File: src/eeprom_pkg.sv
// Constants and types shared by the serial EEPROM slave and its write FIFO.
// Assumes a 100 MHz system clock that samples the two-wire bus pins.
package eeprom_pkg;

  localparam int          CLK_HZ       = 100_000_000;
  // Internal non-volatile programming time, in milliseconds.
  localparam int          T_PROG_MS    = 5;
  localparam int          PROG_CYCLES  = T_PROG_MS * (CLK_HZ / 1000);
  localparam int          MEM_BYTES    = 256;
  localparam int          PAGE_BYTES   = 16;
  localparam int          FIFO_DEPTH   = 32;
  // Write FIFO word: page offset in the top four bits, data byte below.
  localparam int          FIFO_W       = 12;
  localparam int          OFF_LSB      = 8;
  localparam logic [3:0]  BIT_LAST_RX  = 4'h7;
  localparam logic [3:0]  BIT_LAST_TX  = 4'h8;
  localparam logic [7:0]  ADDR_RESET   = 8'h00;
  // Device-type code matched in the slave address; value is arbitrary.
  localparam logic [3:0]  DEV_TYPE_DEF = 4'h6;

  typedef enum logic [3:0] {
    ST_IDLE      = 4'h0,
    ST_DEV       = 4'h1,
    ST_DEV_ACK   = 4'h3,
    ST_WADDR     = 4'h2,
    ST_WADDR_ACK = 4'h6,
    ST_WDATA     = 4'h7,
    ST_WDATA_ACK = 4'h5,
    ST_RDATA     = 4'h4,
    ST_RACK      = 4'hc,
    ST_WAIT_STOP = 4'hd
  } bus_state_e;

endpackage

File: src/eeprom_slave.sv
// Two-wire serial EEPROM slave: 256-byte array, 16-byte page writes, reads.
// Assumes the bus pins, write-protect and supervisor reset are asynchronous
// to clk and are synchronised here; the bus wire resolves sda_oe outside.
//
// Operation
// The receiver of a byte pulls data low during the ninth clock.
// Acknowledge matching slave address, and every written byte when selected.
// In reads shift out eight bits, release data, sample master acknowledge.
// Master leaves ninth bit high: stop sending, wait for STOP.
// Master byte write: START, address, memory address, data, STOP.
// STOP ending a write starts programming; requests are ignored meanwhile.
// A page write carries up to sixteen bytes in one cycle.
// After each written byte only the low address bits increment.
// Over sixteen bytes the offset wraps and overwrites buffered bytes.
// STOP after a page write commits all buffered bytes at once.
// Address polling gets no acknowledge while programming, then acknowledge.
// Write-protect high: no acknowledge on first data byte, nothing programmed.
// Master opens a read like a write with direction bit one.
// Address counter holds last accessed address plus one.
// Counter rolls from 255 to zero and reading continues.
// Master ends a read by withholding acknowledge then STOP.
// Random read: dummy write of address, repeated START, read.
// Sequential read sends another byte after each master acknowledge.
// Reads increment the whole address counter.
// Slave address holds a four-bit type code; lowest bit is direction.
// Supervisor reset aborts transfers but lets programming finish.
// Low four address bits are page offset, high four the page.
// Programming time is a parameter; busy flag spans it.
`timescale 1ns/1ps
`default_nettype none
module eeprom_slave
  import eeprom_pkg::*;
#(
  parameter int         PROG_CYC = PROG_CYCLES,
  parameter logic [3:0] DEV_TYPE = DEV_TYPE_DEF
) (
  // Clock and reset.
  input  wire logic clk,
  input  wire logic rst_n,
  // Two-wire bus pins.
  input  wire logic scl_pin,
  input  wire logic sda_in,
  output logic      sda_out,
  output logic      sda_oe,
  // Side inputs and status.
  input  wire logic wp_pin,
  input  wire logic sup_reset,
  output logic      busy
);
  localparam int CW = $clog2(PROG_CYC + 1);

  ////////////////////////////////////////////////////////////////////////////
  // Functions.

  // wraps past top
  function automatic logic [7:0] inc_full(input logic [7:0] a);
    return a + 8'h01;
  endfunction
  function automatic logic [7:0] inc_page(input logic [7:0] a);
    return {a[7:4], a[3:0] + 4'h1};
  endfunction

  ////////////////////////////////////////////////////////////////////////////
  // Pin synchronisers and bus condition detection.

  logic       scl_q1, scl_q2, scl_prev;
  logic       sda_q1, sda_q2, sda_prev;
  logic       wp_q1, wp_s;
  logic       sup_q1, sup_s;
  always_ff @(posedge clk or negedge rst_n) begin
    if (!rst_n) begin
      {scl_q2, scl_q1, scl_prev} <= 3'h7;
      {sda_q2, sda_q1, sda_prev} <= 3'h7;
      {wp_s, wp_q1}              <= 2'h0;
      {sup_s, sup_q1}            <= 2'h0;
    end else begin
      {scl_q2, scl_q1} <= {scl_q1, scl_pin};
      {sda_q2, sda_q1} <= {sda_q1, sda_in};
      {wp_s, wp_q1}    <= {wp_q1, wp_pin};
      {sup_s, sup_q1}  <= {sup_q1, sup_reset};
      scl_prev         <= scl_q2;
      sda_prev         <= sda_q2;
    end
  end

  logic scl_rise, scl_fall, start_det, stop_det;

  assign scl_rise  = scl_q2 && !scl_prev;
  assign scl_fall  = !scl_q2 && scl_prev;
  assign start_det = scl_q2 && scl_prev && sda_prev && !sda_q2;
  assign stop_det  = scl_q2 && scl_prev && !sda_prev && sda_q2;

  ////////////////////////////////////////////////////////////////////////////
  // Bus protocol engine.

  bus_state_e  state;
  logic [7:0]  sh;
  logic [3:0]  bitcnt;
  logic        sda_drive;
  logic        ack_en;
  logic        ack_phase;
  logic        rd_mode;
  logic [7:0]  addr;
  logic        got_data;
  logic [7:0]  rx_byte;
  logic [7:0]  mem_rd;
  logic        byte_in;
  logic        push_valid;
  logic        push_ready;
  logic [7:0]  mem [MEM_BYTES];

  assign rx_byte    = {sh[6:0], sda_q2};
  assign mem_rd     = mem[addr];
  assign byte_in    = scl_rise && (bitcnt == BIT_LAST_RX);
  assign push_valid = (state == ST_WDATA) && byte_in && !wp_s && !sup_s && !stop_det
                      && !start_det;
  assign sda_out    = 1'b0;
  assign sda_oe     = sda_drive;

  always_ff @(posedge clk or negedge rst_n) begin
    if (!rst_n) begin
      state     <= ST_IDLE;
      sh        <= 8'h00;
      bitcnt    <= 4'h0;
      sda_drive <= 1'b0;
      ack_en    <= 1'b0;
      ack_phase <= 1'b0;
      rd_mode   <= 1'b0;
      addr      <= ADDR_RESET;
      got_data  <= 1'b0;
    // abort on reset
    end else if (sup_s || stop_det) begin
      state     <= ST_IDLE;
      sda_drive <= 1'b0;
      ack_phase <= 1'b0;
      got_data  <= 1'b0;
    end else if (start_det) begin
      state     <= ST_DEV;
      bitcnt    <= 4'h0;
      sda_drive <= 1'b0;
      ack_phase <= 1'b0;
    end else begin
      unique case (state)
        ST_IDLE, ST_WAIT_STOP: begin
        end
        ST_DEV, ST_WADDR, ST_WDATA: begin
          if (scl_rise) begin
            sh     <= rx_byte;
            bitcnt <= bitcnt + 4'h1;
          end
          if (byte_in) begin
            if (state == ST_DEV) begin
              // type code match
              // refuse while busy
              ack_en  <= (rx_byte[7:4] == DEV_TYPE) && !busy;
              rd_mode <= rx_byte[0];
              state   <= ST_DEV_ACK;
            end else if (state == ST_WADDR) begin
              // acknowledge address
              ack_en <= 1'b1;
              // random read address
              addr   <= rx_byte;
              state  <= ST_WADDR_ACK;
            end else begin
              // protect refuses data
              ack_en <= !wp_s && push_ready;
              state  <= ST_WDATA_ACK;
              if (!wp_s && push_ready) begin
                // page address increment
                addr     <= inc_page(addr);
                got_data <= 1'b1;
              end
            end
          end
        end
        ST_DEV_ACK, ST_WADDR_ACK, ST_WDATA_ACK: begin
          if (scl_fall && !ack_phase) begin
            // drive acknowledge
            ack_phase <= 1'b1;
            sda_drive <= ack_en;
          end else if (scl_fall) begin
            ack_phase <= 1'b0;
            sda_drive <= 1'b0;
            bitcnt    <= 4'h0;
            if (!ack_en) begin
              state <= ST_WAIT_STOP;
            end else if (state == ST_DEV_ACK && rd_mode) begin
              // counter holds next
              sh        <= mem_rd;
              sda_drive <= !mem_rd[7];
              addr      <= inc_full(addr);
              state     <= ST_RDATA;
            end else if (state == ST_DEV_ACK) begin
              state <= ST_WADDR;
            end else begin
              state <= ST_WDATA;
            end
          end
        end
        ST_RDATA: begin
          if (scl_rise) begin
            bitcnt <= bitcnt + 4'h1;
          end else if (scl_fall && bitcnt == BIT_LAST_TX) begin
            // release for acknowledge
            sda_drive <= 1'b0;
            bitcnt    <= 4'h0;
            state     <= ST_RACK;
          end else if (scl_fall) begin
            sh        <= {sh[6:0], 1'b0};
            sda_drive <= !sh[6];
          end
        end
        ST_RACK: begin
          if (scl_rise) begin
            ack_en <= !sda_q2;
          end else if (scl_fall && ack_en) begin
            // next byte on acknowledge
            // full counter increment
            sh        <= mem_rd;
            sda_drive <= !mem_rd[7];
            addr      <= inc_full(addr);
            state     <= ST_RDATA;
          end else if (scl_fall) begin
            // no acknowledge ends read
            state <= ST_WAIT_STOP;
          end
        end
        default: begin
          state <= ST_IDLE;
        end
      endcase
    end
  end

  ////////////////////////////////////////////////////////////////////////////
  // Write FIFO between the bus engine and the page buffer.

  logic [FIFO_W-1:0] pop_data;
  logic              pop_valid;
  logic              pop_ready;
  logic              prog_run;

  // Draining stalls while the array is being programmed; no bytes arrive then,
  // since the slave address is refused while busy, so the FIFO never fills.
  assign pop_ready = !prog_run;

  write_fifo #(
    .W (FIFO_W),
    .D (FIFO_DEPTH)
  ) u_write_fifo (
    .clk       (clk),
    .rst_n     (rst_n),
    .flush     (sup_s && !busy),
    .in_valid  (push_valid),
    .in_ready  (push_ready),
    .in_data   ({addr[3:0], rx_byte}),
    .out_valid (pop_valid),
    .out_ready (pop_ready),
    .out_data  (pop_data)
  );

  ////////////////////////////////////////////////////////////////////////////
  // Page buffer, programming timer and memory array.

  logic [7:0]            pgbuf [PAGE_BYTES];
  logic [PAGE_BYTES-1:0] pgval;
  logic [3:0]            page;
  logic [CW-1:0]         prog_cnt;
  logic                  commit;
  assign commit = busy && !prog_run && !pop_valid;

  // later bytes overwrite
  always_ff @(posedge clk) begin
    if (pop_valid && pop_ready) begin
      pgbuf[pop_data[OFF_LSB+3:OFF_LSB]] <= pop_data[7:0];
    end
  end

  always_ff @(posedge clk or negedge rst_n) begin
    if (!rst_n) begin
      pgval <= '0;
      page  <= 4'h0;
    end else begin
      if (commit || (sup_s && !busy)) begin
        pgval <= '0;
      end else if (pop_valid && pop_ready) begin
        pgval[pop_data[OFF_LSB+3:OFF_LSB]] <= 1'b1;
      end
      if (push_valid && push_ready) begin
        // page select bits
        page <= addr[7:4];
      end
    end
  end

  // single commit
  // sixteen bytes per cycle
  always_ff @(posedge clk) begin
    if (commit) begin
      for (int i = 0; i < PAGE_BYTES; i++) begin
        if (pgval[i]) begin
          mem[{page, 4'(i)}] <= pgbuf[i];
        end
      end
    end
  end

  always_ff @(posedge clk or negedge rst_n) begin
    if (!rst_n) begin
      busy     <= 1'b0;
      prog_run <= 1'b0;
      prog_cnt <= '0;
    end else if (!busy) begin
      // start programming on STOP
      if (stop_det && got_data && !sup_s) begin
        busy     <= 1'b1;
        prog_cnt <= '0;
      end
    end else if (!prog_run) begin
      prog_run <= !pop_valid;
    // timed busy period
    end else if (prog_cnt == CW'(PROG_CYC - 1)) begin
      busy     <= 1'b0;
      prog_run <= 1'b0;
    end else begin
      prog_cnt <= prog_cnt + 1'b1;
    end
  end

  ////////////////////////////////////////////////////////////////////////////
  // Checks.

  busy_addr_nack_a: assert property (@(posedge clk) disable iff (!rst_n)
    (state == ST_DEV && byte_in && busy && !sup_s && !stop_det && !start_det)
    |=> (state == ST_DEV_ACK) && !ack_en)
    else $error("Slave address acknowledged while programming");
  wp_data_nack_a: assert property (@(posedge clk) disable iff (!rst_n)
    (state == ST_WDATA && byte_in && wp_s && !sup_s && !stop_det && !start_det)
    |=> !ack_en && $stable(got_data) && $stable(addr))
    else $error("Data byte taken while write-protected");
  page_wrap_a: assert property (@(posedge clk) disable iff (!rst_n)
    (push_valid && push_ready)
    |=> addr == {$past(addr[7:4]), $past(addr[3:0]) + 4'h1})
    else $error("Write address left its page");
  read_inc_a: assert property (@(posedge clk) disable iff (!rst_n)
    (state == ST_RACK && scl_fall && ack_en && !sup_s && !stop_det && !start_det)
    |=> state == ST_RDATA && addr == $past(addr) + 8'h01 && sda_oe == !$past(mem_rd[7]))
    else $error("Sequential read did not advance the counter");
  ack_drive_a: assert property (@(posedge clk) disable iff (!rst_n)
    (state == ST_WADDR_ACK && scl_fall && !ack_phase && !sup_s && !stop_det
     && !start_det) |=> sda_oe && ack_phase)
    else $error("Memory address not acknowledged");
  master_ack_free_a: assert property (@(posedge clk) disable iff (!rst_n)
    (state == ST_RACK) |-> !sda_oe)
    else $error("Data line driven during master acknowledge");
  nack_quiet_a: assert property (@(posedge clk) disable iff (!rst_n)
    (state == ST_RACK && scl_fall && !ack_en && !sup_s && !stop_det && !start_det)
    |=> state == ST_WAIT_STOP ##1 (!sda_oe [*4]))
    else $error("Read continued after no acknowledge");
  stop_prog_a: assert property (@(posedge clk) disable iff (!rst_n)
    (stop_det && got_data && !busy && !sup_s) |=> busy ##1 busy)
    else $error("Programming did not start on STOP");
  sup_abort_a: assert property (@(posedge clk) disable iff (!rst_n)
    (sup_s && busy) |=> state == ST_IDLE && !sda_oe && busy == !$past(prog_run
      && prog_cnt == CW'(PROG_CYC - 1)))
    else $error("Supervisor reset mishandled");

endmodule // eeprom_slave
`default_nettype wire

File: src/write_fifo.sv
// Synchronous FIFO with valid/ready on both sides and a flush input.
// Assumes both sides run on the same clock.
`timescale 1ns/1ps
`default_nettype none
module write_fifo #(
  parameter int W = 12,
  parameter int D = 32
) (
  // Clock and reset.
  input  wire logic         clk,
  input  wire logic         rst_n,
  input  wire logic         flush,
  // Filling side.
  input  wire logic         in_valid,
  output logic              in_ready,
  input  wire logic [W-1:0] in_data,
  // Draining side.
  output logic              out_valid,
  input  wire logic         out_ready,
  output logic [W-1:0]      out_data
);
  localparam int AW = $clog2(D);

  logic [W-1:0] store [D];
  logic [AW:0]  wr_ptr;
  logic [AW:0]  rd_ptr;
  logic         full;
  logic         empty;

  assign empty     = (wr_ptr == rd_ptr);
  assign full      = (wr_ptr[AW] != rd_ptr[AW]) && (wr_ptr[AW-1:0] == rd_ptr[AW-1:0]);
  assign in_ready  = !full;
  assign out_valid = !empty;
  assign out_data  = store[rd_ptr[AW-1:0]];

  always_ff @(posedge clk) begin
    if (in_valid && in_ready) begin
      store[wr_ptr[AW-1:0]] <= in_data;
    end
  end

  always_ff @(posedge clk or negedge rst_n) begin
    if (!rst_n) begin
      wr_ptr <= '0;
      rd_ptr <= '0;
    end else if (flush) begin
      wr_ptr <= '0;
      rd_ptr <= '0;
    end else begin
      if (in_valid && in_ready) begin
        wr_ptr <= wr_ptr + 1'b1;
      end
      if (out_valid && out_ready) begin
        rd_ptr <= rd_ptr + 1'b1;
      end
    end
  end

  // A word written into an empty FIFO must be offered on the next cycle.
  fifo_pass_a: assert property (@(posedge clk) disable iff (!rst_n)
    (in_valid && in_ready && empty && !flush) |=> out_valid && out_data == $past(in_data))
    else $error("FIFO lost a word written while empty");

endmodule // write_fifo
`default_nettype wire

File: config.mk
export PLATFORM = sky130hd
export DESIGN_NAME = eeprom_slave
export DESIGN_NICKNAME = d
export VERILOG_FILES = /design/src/eeprom_pkg.sv /design/src/eeprom_slave.sv /design/src/write_fifo.sv
export SDC_FILE = /design/constraint.sdc
export NUM_CORES = 2
export LEC_CHECK = 0
export BUFFER_PORTS_ARGS = -buffer_cell sky130_fd_sc_hd__buf_4
export CORE_ASPECT_RATIO = 1.4
export CORE_MARGIN = 4
export CORE_UTILIZATION = 47
export DETAILED_ROUTE_END_ITERATION = 12
export GPL_TIMING_DRIVEN = 0
export RECOVER_POWER = 50
export SLEW_MARGIN = 20
export SYNTH_ARGS = -nofsm -noshare
export SYNTH_HDL_FRONTEND = slang
export SYNTH_SLANG_ARGS = --single-unit
File: constraint.sdc
create_clock -name clk -period 4.4 [get_ports clk]
set_input_delay 0.22 -clock clk [delete_from_list [all_inputs] [get_ports clk]]
set_output_delay 0.22 -clock clk [all_outputs]
set_load 0.01 [all_outputs]
==> metrics <==
Antenna Nets Post-Route 0; dpl ws -3.71 ns; first-pass detailed-route iteration total 6; Logic pwr share 35.1%; Max-Cap Viols 7; PnR worst setup slack -0.332 ns; Peak Freq 0.211 GHz; area share of the largest cell type after synthesis 75.0%; critical path required time 5.19 ns; Syn Nets 4752; vias 59600; Setup Viol. Count Final 310; r2r worst-path depth 9; total grt overflow 0; Main synth FF type edfxtp_1; # rows 202; register bit total from synthesis 2651; crit path from addr[2]; Longest Clk Path Bufs 4; Initial Util 47.3%; Root Driver clkbuf_16; VDD IR max 0.405 mV; full die area 226000 µm²; Post-synth ARST share 3.43%; Num Clock Sinks 2651; Synth-to-Final Area Change 15.1%; Worst Clk Skew 0.0562 ns; min-delay src scl_pin; sequential power share 36.8%; vias in the first global route 55200; Post-Syn Area 102000 µm²; hpwl dp 362000 µm; power density cells 649 nW/µm²; Crit. End Element register; overall power 76.5 mW; io pins 9; gpl congestion 1.11; initial antenna violation count 145; area leader, netlist edfxtp_1; Post-synth EDFFs 2560; Syn. warnings 0; Critical Path AT 5.52 ns; internal power 46.9 mW; Initial DRC Count 10600; Cells on Worst Hold Path 2; Layout Utilization 54.4%; gr usage total 44.8%; Residual DRC 0; CTS tree done; first-pass GRT wire length 628000 µm; CTS Buf Count 243; Final min period 4.73 ns; fraction of layout cells with a size suffix above 1 30.9%; Tcrit/Tclk final 108%; Hold WC Path Type input port to register; sw power 29.6 mW; status finished, violations left; synth top area cells edfxtp_1 75%, mux4_2 15%, dfrtp_1 2.1%; Switching Share 38.7%; failing checks max-capacitance violations, max-slew violations, negative setup slack; Leakage 36.0 nW; worst r2r src addr[2]; syn avg cell area 21.6 µm²; RSZ-0062 raised after global routing true; Skew-Pair Late Insertion Delay 0.96 ns; Max FO, Critical Path 30; CORE AREA 217000 µm²; H-tree depth 4; detailed-route wire length per cell 61.0 µm; Worst-Margin Slew 2.70 ns; Layout fillers 16400; WL final 504000 µm; Die Ht 560 µm; Worst Hold Path EP scl_q1; register area share after synthesis 77.3%; largest net degree at the start of global routing 60; final hold vios 0; reg2reg end sh[5]; clock-pin slew on the worst setup and hold paths 0.07 ns; Cells after Synth 4737; average vias per placed instance 7.21; port buffer count 7; CP startpoint kind register; Clock power frac 28.0%; max_slew headroom -80.3%; fin. max-slew vios 237; Setup Crit Path Kind register to register; R2R Setup Slk -0.33 ns; Cell variety after synth 74; die width 403 µm; Layout Nets 5126
-- cells in the mapped netlist, types with 5 or more instances --
master     instances
a31oi_1            9
a22oi_1           84
nor3b_1            7
nand2_1          121
a22o_1             5
xor2_1            15
buf_4             17
or3_1             11
o31ai_1            5
mux2_2            30
o22ai_1           10
buf_1             22
nor3_1            26
nor4_1            14
dfstp_2            6
and2_1            12
o211ai_1           6
nand4_1           13
dfrtp_1           85
a211oi_1          13
edfxtp_1        2560
clkbuf_1         127
mux4_2           701
ha_1               9
o21ai_0           40
inv_1             18
nor2b_1           20
a21oi_1           73
mux2i_1           38
a2111oi_0          6
nand3_1           41
o21a_1            17
a311oi_1           6
xnor2_1           12
buf_2             99
nand2b_1          14
nor2_1           373
-- through the flow --
stage	TNS (ns)	instances	area, µm²	hold WS, ns
CTS	-43.10	8156	118000	0.107
floorplan	0	4737	102000	-0.0756
detailed placement	-1013.23	7667	108000	0.190
finish	-27.91	8267	118000	0.0921
global route	-54.84	8181	118000	0.121
global placement	-3166.33	7600	106000	0.330
-- routing by layer --
layer	track usage [%]	vias to the layer above	wire, µm
met5	0	-	243
met4	46.3	36	67000
met3	15.3	1646	61800
met2	65.8	5835	224000
met1	49.4	31400	151000
li1	-	20600	-
-- cell families after synthesis --
logic type | synth area share (%)
other | 0.00366
multiplexers | 16.1
AND/OR/NAND/NOR | 2.94
AO/OA/AOI/OAI | 2.06
flip-flops | 77.3
XOR/XNOR | 0.231
buffers and inverters | 1.27
adder cells (fa/ha/maj) | 0.110
-- cell usage in the layout (no fill, tap or decap), types with 13 or more instances in the layout --
cell	netlist	routed
diode_2	0	102
o21ai_0	40	36
clkbuf_2	1	56
clkbuf_16	0	247
mux2_2	30	26
inv_1	18	18
a21oi_1	73	72
buf_8	0	23
buf_16	0	13
buf_6	3	54
nand4_1	13	13
nand2_1	121	111
mux2i_1	38	32
clkbuf_1	127	144
bufinv_16	0	26
a22oi_2	0	23
nor2b_1	20	20
nand3_1	41	39
nor3_1	26	24
mux4_2	701	701
nor2_4	0	95
dfrtp_1	85	82
edfxtp_1	2560	2560
buf_12	0	44
clkinv_1	2	55
a22oi_1	84	61
nor2_2	0	113
clkbuf_4	0	17
buf_2	99	26
nor2_1	373	165
xor2_1	15	15
clkinv_2	0	35
buf_4	17	53
nand2b_1	14	14
o21a_1	17	17
-- critical path: stages, from the launching register on --
cell,delay [ns]
dfrtp_1,0.71
buf_12,0.36
buf_2,0.59
buf_2,0.61
clkbuf_1,0.74
mux4_2,0.41
a22oi_1,0.23
nand3_1,0.16
nand4_1,0.47
o211ai_1,0.16
-- cell type report --
class | count | area (µm²) | share of cell area [%]
Timing Repair Buffer | 135 | 1620 | 1.37
Inverter | 21 | 91.3 | 0.0775
Buffer | 263 | 2020 | 1.71
Clock inverter | 139 | 1410 | 1.20
Sequential cell | 2651 | 79200 | 67.2
Clock buffer | 304 | 6420 | 5.45
Tap cell | 2856 | 3570 | 3.03
Antenna cell | 102 | 255 | 0.217
Multi-Input combinational cell | 1796 | 23300 | 19.8
-- worst max-delay path by stage --
stage / endpoint / cells past startpoint
4_1_cts: u_write_fifo.store[24][11] / 7
5_1_grt: u_write_fifo.store[9][10] / 7
3_3_place_gp: sh[1] / 12
6_report: sh[5] / 9
3_5_place_dp: sda_oe / 11
2_1_floorplan: sh[5] / 10
-- registers in the layout, summed over array words and instances (netlist names), 4 cells and up --
register / cells
mem: 2048
u_write_fifo.store: 384
pgbuf: 128
prog_cnt: 19
pgval: 16
addr: 8
sh: 7
u_write_fifo.rd_ptr: 6
u_write_fifo.wr_ptr: 6
bitcnt: 4
page: 4
state: 4
-- repair_timing --
action / in CTS / in global routing
pin swaps: 33 / 10
gates resized for setup: 480 / 96
cloned: 0 / 0
endpoints found under the setup margin: 2226 / 1145
hold buffers: 9 / 0
hold endpoints to repair: 91 / 0
buffers inserted: 41 / 6
-- power groups by stage --
stage          Sequential (mW)  Clock, mW  Combinational [mW]
6_report                  28.2       21.4                26.9
5_1_grt                   28.2       22.5                25.4
2_1_floorplan             28.6          0                8.73
3_5_place_dp              28.8          0                24.5
3_3_place_gp              28.9          0                23.7
4_1_cts                   28.2       21.3                25.6
(Power assumes the default switching activity.)
